$ cat src/hdl/sysctl_map.svh
// constants for the bridge system-control block
`ifndef SYSCTL_MAP_SVH
`define SYSCTL_MAP_SVH
`define RATIO_W 4
`define RATIO_1TO1 4'h1
`define RATIO_2TO1 4'h2
`define RATIO_3TO1 4'h3
`define RATIO_BYPASS 4'h0
`define QUIESCE_DRAIN_NS 200
`define CLK_PERIOD_NS 50
`define QUIESCE_DRAIN_CYC ((`QUIESCE_DRAIN_NS + `CLK_PERIOD_NS - 1) / `CLK_PERIOD_NS)
`define MAP_SEL_W 2
`define MAP_A 2'h0
`define MAP_B 2'h1
`define MAP_EMU 2'h2
`endif

$ cat src/hdl/sysctl_pkg.sv
// types for the bridge system-control block
package sysctl_pkg;
    typedef enum logic [1:0] {
        ADDR_MAP_A,
        ADDR_MAP_B,
        ADDR_MAP_EMU
    } addr_map_t;
    typedef enum logic [1:0] {
        QS_RUN,
        QS_DRAIN,
        QS_ACK
    } quiesce_state_t;
    typedef enum logic [1:0] {
        CK_BYPASS,
        CK_1TO1,
        CK_2TO1,
        CK_3TO1
    } clk_mode_t;
endpackage : sysctl_pkg

$ cat src/hdl/bridge_system_control_straps.sv
// system control: reset, straps, clock ratio, machine check, quiesce, suspend
`timescale 1ns/1ps
`include "sysctl_map.svh"
module bridge_system_control_straps
    import sysctl_pkg::*;
#(
    parameter int DRAIN_CYC = `QUIESCE_DRAIN_CYC
) (
    input wire logic clk_sys,
    input wire logic rst_b,
    input wire logic hard_reset_in,
    input wire logic suspend_in,
    input wire logic fatal_error_in,
    input wire logic quiesce_request_in,
    input wire logic snoop_busy_in,
    input wire logic [`RATIO_W-1:0] ratio_select_in,
    input wire logic monitor_pll_sel_in,
    input wire logic map_select_strap,
    input wire logic rom0_width_strap,
    input wire logic rom_location_strap,
    input wire logic sw_map_wr,
    input wire logic [1:0] sw_map_wdata,
    input wire logic pci_mem_write_in,
    input wire logic write_recorded_in,
    input wire logic irq_clear_in,
    input wire logic ctl_data_in,
    input wire logic refresh_req_in,
    output logic machine_check_out,
    output logic quiesce_ack_out,
    output logic snoop_pause_out,
    output logic clock_monitor_out,
    output logic core_tick_out,
    output logic [1:0] clk_mode_out,
    output logic pll_bypass_out,
    output logic [1:0] addr_map_out,
    output logic rom0_is_8bit_out,
    output logic rom1_is_8bit_out,
    output logic rom_on_mem_bus_out,
    output logic modified_memory_irq,
    output logic ctl_data_out,
    output logic ctl_data_oe,
    output logic refresh_out,
    output logic suspended_out
);
    localparam int CNT_W = (DRAIN_CYC > 1) ? $clog2(DRAIN_CYC + 1) : 1;

    logic in_reset;
    logic live;
    logic hreset_q_ff;
    logic suspend_ff;
    logic nxt_suspend;
    logic strap_map_ff;
    logic strap_rom_w_ff;
    logic strap_rom_loc_ff;
    logic [1:0] map_ff;
    logic [1:0] nxt_map;
    logic mcp_ff;
    logic nxt_mcp;
    logic irq_ff;
    logic nxt_irq;
    logic [1:0] mode_ff;
    logic [1:0] nxt_mode;
    logic ctl_out_ff;
    quiesce_state_t qs_ff;
    quiesce_state_t nxt_qs;
    logic [CNT_W-1:0] drain_ff;
    logic [CNT_W-1:0] nxt_drain;
    logic drain_done;
    logic emu_write;
    logic core_tick;
    logic mon_clk;

    // suspend freezes straps, map, irq, mode and quiesce state and masks hard reset; ctl_data_in and refresh_req_in still pass through
    assign nxt_suspend = suspend_in;
    assign in_reset = hard_reset_in && !suspend_ff;
    assign live = !in_reset && !suspend_ff;

    always_ff @(posedge clk_sys or negedge rst_b) begin
        if (!rst_b) begin
            suspend_ff <= 1'b0;
        end else begin
            suspend_ff <= nxt_suspend;
        end
    end

    // straps follow their pins while reset is held and one cycle after release, then freeze
    always_ff @(posedge clk_sys or negedge rst_b) begin
        if (!rst_b) begin
            hreset_q_ff <= 1'b1;
            strap_map_ff <= 1'b1;
            strap_rom_w_ff <= 1'b0;
            strap_rom_loc_ff <= 1'b0;
        end else begin
            hreset_q_ff <= in_reset;
            if (in_reset || hreset_q_ff) begin
                strap_map_ff <= map_select_strap;
                strap_rom_w_ff <= rom0_width_strap;
                strap_rom_loc_ff <= rom_location_strap;
            end
        end
    end

    // map A on high strap, B on low; emulation only by write after reset
    always_comb begin
        nxt_map = map_ff;
        if (in_reset || hreset_q_ff) begin
            nxt_map = map_select_strap ? `MAP_A : `MAP_B;
        end else if (live && sw_map_wr && sw_map_wdata <= `MAP_EMU) begin
            nxt_map = sw_map_wdata;
        end
    end

    always_ff @(posedge clk_sys or negedge rst_b) begin
        if (!rst_b) begin
            map_ff <= `MAP_A;
        end else begin
            map_ff <= nxt_map;
        end
    end

    // machine check follows fatal error input
    assign nxt_mcp = live && fatal_error_in;

    // modified-memory irq: set wins over clear
    assign emu_write = (map_ff == `MAP_EMU) && pci_mem_write_in && !write_recorded_in;
    assign nxt_irq = in_reset ? 1'b0 : (suspend_ff ? irq_ff : (emu_write || (irq_ff && !irq_clear_in)));

    // ratio select decoded every cycle outside suspend
    always_comb begin
        case (ratio_select_in)
            `RATIO_1TO1: nxt_mode = 2'(CK_1TO1);
            `RATIO_2TO1: nxt_mode = 2'(CK_2TO1);
            `RATIO_3TO1: nxt_mode = 2'(CK_3TO1);
            `RATIO_BYPASS: nxt_mode = 2'(CK_BYPASS);
            default: nxt_mode = mode_ff;
        endcase
    end

    always_ff @(posedge clk_sys or negedge rst_b) begin
        if (!rst_b) begin
            mcp_ff <= 1'b0;
            irq_ff <= 1'b0;
            mode_ff <= 2'(CK_1TO1);
            ctl_out_ff <= 1'b0;
        end else begin
            mcp_ff <= nxt_mcp;
            irq_ff <= nxt_irq;
            mode_ff <= suspend_ff ? mode_ff : nxt_mode;
            ctl_out_ff <= ctl_data_in;
        end
    end

    // quiesce: drain snooping traffic, then acknowledge until request drops
    assign drain_done = (drain_ff == CNT_W'(0)) && !snoop_busy_in;

    always_comb begin
        nxt_qs = qs_ff;
        nxt_drain = drain_ff;
        case (qs_ff)
            QS_RUN: begin
                if (quiesce_request_in) begin
                    nxt_qs = QS_DRAIN;
                    nxt_drain = CNT_W'(DRAIN_CYC);
                end
            end
            QS_DRAIN: begin
                if (drain_ff != CNT_W'(0)) begin
                    nxt_drain = drain_ff - CNT_W'(1);
                end
                if (!quiesce_request_in) begin
                    nxt_qs = QS_RUN;
                end else if (drain_done) begin
                    nxt_qs = QS_ACK;
                end
            end
            QS_ACK: begin
                if (!quiesce_request_in) begin
                    nxt_qs = QS_RUN;
                end
            end
            default: nxt_qs = QS_RUN;
        endcase
        if (in_reset) begin
            nxt_qs = QS_RUN;
            nxt_drain = CNT_W'(0);
        end else if (suspend_ff) begin
            nxt_qs = qs_ff;
            nxt_drain = drain_ff;
        end
    end

    always_ff @(posedge clk_sys or negedge rst_b) begin
        if (!rst_b) begin
            qs_ff <= QS_RUN;
            drain_ff <= CNT_W'(0);
        end else begin
            qs_ff <= nxt_qs;
            drain_ff <= nxt_drain;
        end
    end

    core_clk_gen u_clk (
        .clk_sys(clk_sys),
        .rst_b(rst_b),
        .mode(mode_ff),
        .mon_sel_pll(monitor_pll_sel_in),
        .core_tick(core_tick),
        .clock_monitor_out(mon_clk)
    );

    // outputs: check, ack, irq and ctl_data_oe inactive in reset; those and clock monitor released in suspend
    assign machine_check_out = mcp_ff && !suspend_ff;
    assign quiesce_ack_out = (qs_ff == QS_ACK) && !suspend_ff;
    assign snoop_pause_out = (qs_ff != QS_RUN);
    assign clock_monitor_out = mon_clk && !suspend_ff;
    assign core_tick_out = core_tick;
    assign clk_mode_out = mode_ff;
    assign pll_bypass_out = (mode_ff == 2'(CK_BYPASS));
    assign addr_map_out = map_ff;
    assign rom0_is_8bit_out = strap_rom_w_ff;
    assign rom1_is_8bit_out = 1'b0;
    assign rom_on_mem_bus_out = strap_rom_loc_ff;
    assign modified_memory_irq = irq_ff && !suspend_ff;
    assign ctl_data_out = ctl_out_ff;
    assign ctl_data_oe = live;
    assign refresh_out = refresh_req_in;
    assign suspended_out = suspend_ff;
endmodule : bridge_system_control_straps

$ cat src/hdl/core_clk_gen.sv
// core clock divider model and monitor clock select
`timescale 1ns/1ps
module core_clk_gen
    import sysctl_pkg::*;
(
    input wire logic clk_sys,
    input wire logic rst_b,
    input wire logic [1:0] mode,
    input wire logic mon_sel_pll,
    output logic core_tick,
    output logic clock_monitor_out
);
    logic [1:0] cnt_ff;
    logic [1:0] nxt_cnt;
    logic [1:0] last_idx;
    logic mon_ff;
    logic nxt_mon;

    // core ticks count system cycles per ratio step
    assign last_idx = (mode == 2'(CK_3TO1)) ? 2'h2 : ((mode == 2'(CK_2TO1)) ? 2'h1 : 2'h0);
    assign nxt_cnt = (cnt_ff >= last_idx) ? 2'h0 : cnt_ff + 2'h1;
    assign nxt_mon = mon_sel_pll ? (cnt_ff == 2'h0) : ~mon_ff;

    always_ff @(posedge clk_sys or negedge rst_b) begin
        if (!rst_b) begin
            cnt_ff <= 2'h0;
            mon_ff <= 1'b0;
        end else begin
            cnt_ff <= nxt_cnt;
            mon_ff <= nxt_mon;
        end
    end

    assign core_tick = (cnt_ff == 2'h0);
    assign clock_monitor_out = mon_ff;
endmodule : core_clk_gen

$ cat config.mk
export PLATFORM = sky130hd
export DESIGN_NAME = bridge_system_control_straps
export DESIGN_NICKNAME = d
export VERILOG_FILES = /design/src/hdl/sysctl_pkg.sv /design/src/hdl/bridge_system_control_straps.sv /design/src/hdl/core_clk_gen.sv
export VERILOG_INCLUDE_DIRS = /design/src /design/src/hdl
export SDC_FILE = /design/constraint.sdc
export NUM_CORES = 1
export LEC_CHECK = 0
export ABC_CLOCK_PERIOD_IN_PS = 1400
export BUFFER_PORTS_ARGS = -buffer_cell sky130_fd_sc_hd__buf_2
export CAP_MARGIN = 20
export CELL_PAD_IN_SITES_DETAIL_PLACEMENT = 1
export CELL_PAD_IN_SITES_GLOBAL_PLACEMENT = 2
export CORE_MARGIN = 2
export CORE_UTILIZATION = 25
export DETAILED_ROUTE_END_ITERATION = 10
export GPL_ROUTABILITY_DRIVEN = 0
export PLACE_DENSITY = 0.83
export RECOVER_POWER = 100
export SYNTH_ARGS = -nofsm -noshare
export SYNTH_HDL_FRONTEND = slang
export SYNTH_SLANG_ARGS = --single-unit
$ cat constraint.sdc
create_clock -name clk_sys -period 1.4 [get_ports clk_sys]
set_input_delay 0.28 -clock clk_sys [delete_from_list [all_inputs] [get_ports clk_sys]]
set_output_delay 0.28 -clock clk_sys [all_outputs]
set_load 0.01 [all_outputs]
# == After elaboration in Yosys (flattened, before gate mapping) ==
# Index checks and enable logic that the tools add are counted.
# op_classes
n_addsub,2
magnitude_cmp,2
n_eq_ne,13
n_mux,22
n_bitwise,2
reduce_logical,33
# ops
op,count
$mux 2,10
$logic_and 1x1->1,13
$mux 3,4
$ne 3x3->1 const B,3
$eq 2x2->1 const B,4
$eq 4x2->1 const B,2
$pmux 2 s4,1
$reduce_and 4->1,2
$logic_not 2->1,3
$pmux 2 s3,1
$pmux 3 s2,1
$reduce_bool 3->1,2
$logic_not 1->1,5
$mux 1,5
$eq 4x1->1 const B,1
$logic_not 4->1,1
$ne 4x4->1 const B,1
$reduce_bool 2->1,2
$reduce_bool 4->1,1
$logic_not 3->1,1
$sub 3x1->3 const B,1
$add 2x1->2 const B,1
$eq 2x1->1 const B,1
$ge 2x2->1,1
other kinds (5),7
# word_totals
reg_bits,19
input_bits,23
wordCells,87

# == Longest topological paths before layout ==
# depth
ltp_word,8
depth_mapped,6

# == Cells and area by module ==
# Synthesis repeated with hierarchy kept, for this count alone.
# unflattened
cells_unflattened,93
hier_area_um2,979.7
# modules_own_cells
module,instances,cells_per_inst,area_per_inst_um2
bridge_system_control_straps,1,77,803.3
core_clk_gen,1,16,176.4

# == Least setup slack after synthesis ==
# Ideal clock, no wire load.
# synth_timing
path_kind,register to register
from,register drain_ff[0]
to,register drain_ff[1]
setup_ns,0.120
arrival_time_ns,1.284
t_required_ns,1.280
slack_ns,-0.004
path_stages_with_launch,6
cell_sequence,dfrtp_1 inv_1 ha_1 nor4bb_2 a211oi_4 a41o_1
# synth_between
elab_chain_len,5
word_cells_on_any_way,8
cone_classes,1 x add/sub; 1 x eq/ne; 4 x mux; 2 x reduce/logical
# synth_lines
element,line,rtl
"start, declared",bridge_system_control_straps.sv:66,logic [CNT_W-1:0] drain_ff;
"start signal, assigned",bridge_system_control_straps.sv:198,drain_ff <= nxt_drain;
$sub 3x1->3,bridge_system_control_straps.sv:168,nxt_drain = drain_ff - CNT_W'(1);
$mux 3,bridge_system_control_straps.sv:167,if (drain_ff != CNT_W'(0)) begin
$pmux 3 s2,bridge_system_control_straps.sv:159,case (qs_ff)
$mux 3,bridge_system_control_straps.sv:186,end else if (suspend_ff) begin
$mux 3,bridge_system_control_straps.sv:183,if (in_reset) begin
# Several ways; a longest one is shown, not always the timed one. The select of a mux whose other input is x is not followed.
# A chain may end at the register's enable or synchronous reset.

# == Worst setup path in the final report ==
# layout_timing
from,register drain_ff[0]
to,register drain_ff[0]
# Same word-level chain as after synthesis.

==> impl_metrics.toml <==
[pwr]
comb_power_share = 0.364
p_seq_frac = 0.412
peakVddDrop_mv = 0.414
clock_power_share = 0.224
p_sw_frac = 0.308
leakagePower_nw = 0.727
p_int_mw = 1.18
power.density_nw_per_um2 = 1160
finalPower_mw = 1.70
p_switching_mw = 0.525

[detailed_routing]
viasPerCell = 4.38
drtIter0Drc = 41
first_pass_iters = 3
routed_wl_mm = 2.79
met2_length_mm = 1.59
met3_wirelength_um = 94
wire_per_inst_um = 14.3
postRouteAntennaNets = 0
top_layer = "met4"
drt-met1-wl_mm = 1.08
drc = 0
vias = 854

[floorplan]
die_area_um2 = 4490
chipHeight_um = 67
rows = 22
die_width_um = 67
io_pins = 41
design.core.area_um2 = 3740
start_util = 0.265

[sta]
setup_viol = 1
finalHoldViolations = 0
maxSlewViolCount = 0
rsz0062_at_grt = "true"
min_period_over_period = 1.00
fin_crit_ns = 1.40
whs_ns = 0.131
fin_ws_ns = -0.00473
max_freq_mhz = 712
clock_skew_ns = 0.00532

[placed_design]
portBuffers = 37
post-dp-hpwl_mm = 1.94
dp.cells = 180
place_ws_ns = -0.0982

[global_routing]
grt-ovfl-total = 0
grt_pass1_vias = 945
antenna_found_initial = 0
grt_start_max_net_pins = 20
grt_usage = 0.133
grt_pass1_wl_mm = 4.48

[critical_path]
crit_start = "drain_ff[0]$_DFFE_PN0P_"
start_kind = "flip-flop"
endpoint_kind = "flip-flop"
critPathArrivalTime_ns = 1.58
cp_max_fo = 4
r2r_start = "drain_ff[0]$_DFFE_PN0P_"
rr_worst_depth = 6
required_ns = 1.58
crit_type = "flip-flop to flip-flop"

[cts]
clkLatencyLatePin_ns = 0.26
cts-root-buf = "clkbuf_8"
cts-buffers-inserted = 3
cts_sinks = 19
clk_pin_slew_ns = 0.07
cts_tree = "yes"
clock_path_buffers = 2
cts_max_level = 1

[synth]
syn_avg_cell_area_um2 = 10.7
yosys.area_share.simple = 0.230
synthAdderAreaFrac = 0.0631
netlist_area_um2 = 992
synth_top_family_by_area = "simple AND/OR/NAND/NOR gates"
syn_nets = 121
synth.area.mux_share = 0.0656
synth_top_area_cell = "dfrtp_1"
synth_compound_area_frac = 0.110
ys_types = 33
syn_inst = 93
ys_seq_elements = 19
synthXorXnorAreaFrac = 0
yosys_warnings = 0
yosysTopAreaCellShare = 0.429
synthTopCellsByArea = "dfrtp_1 (43%), ha_1 (6.3%), dfstp_2 (5.3%)"
yosysSeqAreaShare = 0.482

[run_status]
violations = "negative setup slack"
status = "complete, but fails checks"

[min_path]
hold_class = "input pin to flip-flop"
holdPathStages = 1
hp-start = "suspend_in"

[finish]
multiInputGateArea_um2 = 529
final_common_cell = "buf_2"
mostFrequentLayoutCells = "buf_2 (35), dfrtp_1 (16), buf_4 (11)"
seqCellArea_um2 = 479
layout.cells.non_filler = 195
drive_gt1_frac = 0.524
diodes = 0
nFillCells = 441
area_growth_pct = 48.0
fin_nets = 176

[job]
drv_cap = 0
==> critical path, cell delays in order, from the launching register on <==
cell and delay (ns):
dfrtp_1 0.35, inv_2 0.06, ha_4 0.15, nor4bb_4 0.15
a211oi_4 0.30, buf_6 0.16, mux2i_1 0.17
==> final cells by class <==
class / instances / share of cell area
Clock buffer: 4 / 0.0307
Multi-Input combinational cell: 64 / 0.360
Inverter: 7 / 0.0179
Timing Repair Buffer: 53 / 0.224
Tap cell: 48 / 0.0409
Sequential cell: 19 / 0.326
==> per-stage QoR <==
step,utilization,instance area (um2),setup TNS [ns]
global placement,0.338,1260,0
detailed placement,0.338,1260,-0.127
floorplan,-,1000,0
CTS,0.377,1410,-0.0228
global route,0.392,1470,-0.490
finish,0.392,1470,-0.00473
==> final timing paths <==
| check | endpoint | slack [ns] |
|---|---|---|
| worst max register to register | drain_ff[0]$_DFFE_PN0P_ | -0.005 |
| worst min-delay path | suspended_out$_DFF_PN0_ | 0.13 |
| min in group asynchronous | clk_mode_out[1]$_DFFE_PN0P_ | 0.53 |
| worst max-delay path | drain_ff[0]$_DFFE_PN0P_ | -0.005 |
| max in group asynchronous | hreset_q_ff$_DFF_PN1_ | 0.51 |
| worst min register to register | u_clk.clock_monitor_out$_DFF_PN0_ | 0.47 |
==> cells by family (layout without fill, tap and decap cells) <==
logic type	Yosys count	in the layout
AOI/OAI and AO/OA	14	14
other	1	1
muxes	6	6
DFF	19	19
buffers and inverters	10	64
adders and majority gates	5	5
and+or+nand+nor	38	38
==> layer usage <==
layer / global-route usage / vias to the layer above
li1: - / 421
met1: 0.149 / 415
met2: 0.249 / 16
met3: 0.0338 / 2
met4: 0.0306 / 0
met5: 0 / -
==> power by group through the flow <==
stage	sequential (mW)	combinational (mW)	clock [mW]
global route	0.712	0.692	0.427
global placement	0.699	0.426	0
detailed placement	0.708	0.454	0
floorplan	0.709	0.269	0
CTS	0.699	0.518	0.394
finish	0.702	0.619	0.382
==> cells in the mapped netlist <==
master	count
inv_2	1
buf_2	1
nor2b_1	4
and2b_2	1
dfstp_2	2
mux2i_1	2
a2bb2oi_1	1
nand3b_1	1
buf_4	2
a21oi_1	4
dfrtp_1	17
nor3b_1	1
nand3_1	3
o21ai_0	4
inv_1	6
nor2_1	7
nand2b_1	5
and2_1	3
or2_2	1
nor4bb_1	2
nor2_4	1
nand2_1	5
a211oi_4	1
mux2_1	2
ha_1	5
mux2_2	2
conb_1	1
nor4bb_2	1
nor3_1	3
o41ai_1	1
a41o_1	1
a22o_2	1
o21bai_2	1
==> state kept, by name (all words and copies together), names as in the netlist <==
signal,cells
addr_map_out,2
clk_mode_out,2
ctl_data_out,1
drain_ff,3
hreset_q_ff,1
irq_ff,1
mcp_ff,1
qs_ff,2
rom0_is_8bit_out,1
rom_on_mem_bus_out,1
suspended_out,1
u_clk.clock_monitor_out,1
u_clk.cnt_ff,2
==> what timing repair did <==
action / 4_1_cts / 5_1_grt
gates resized for setup: 13 / 6
pin swaps: 3 / 10
gates cloned: 0 / 1
endpoints found under the setup margin: 8 / 8
buffers inserted: 6 / 3
hold buffers: 1 / 0
hold endpoints to repair: 17 / 0
Note: power is estimated with default switching activity, not from simulation.
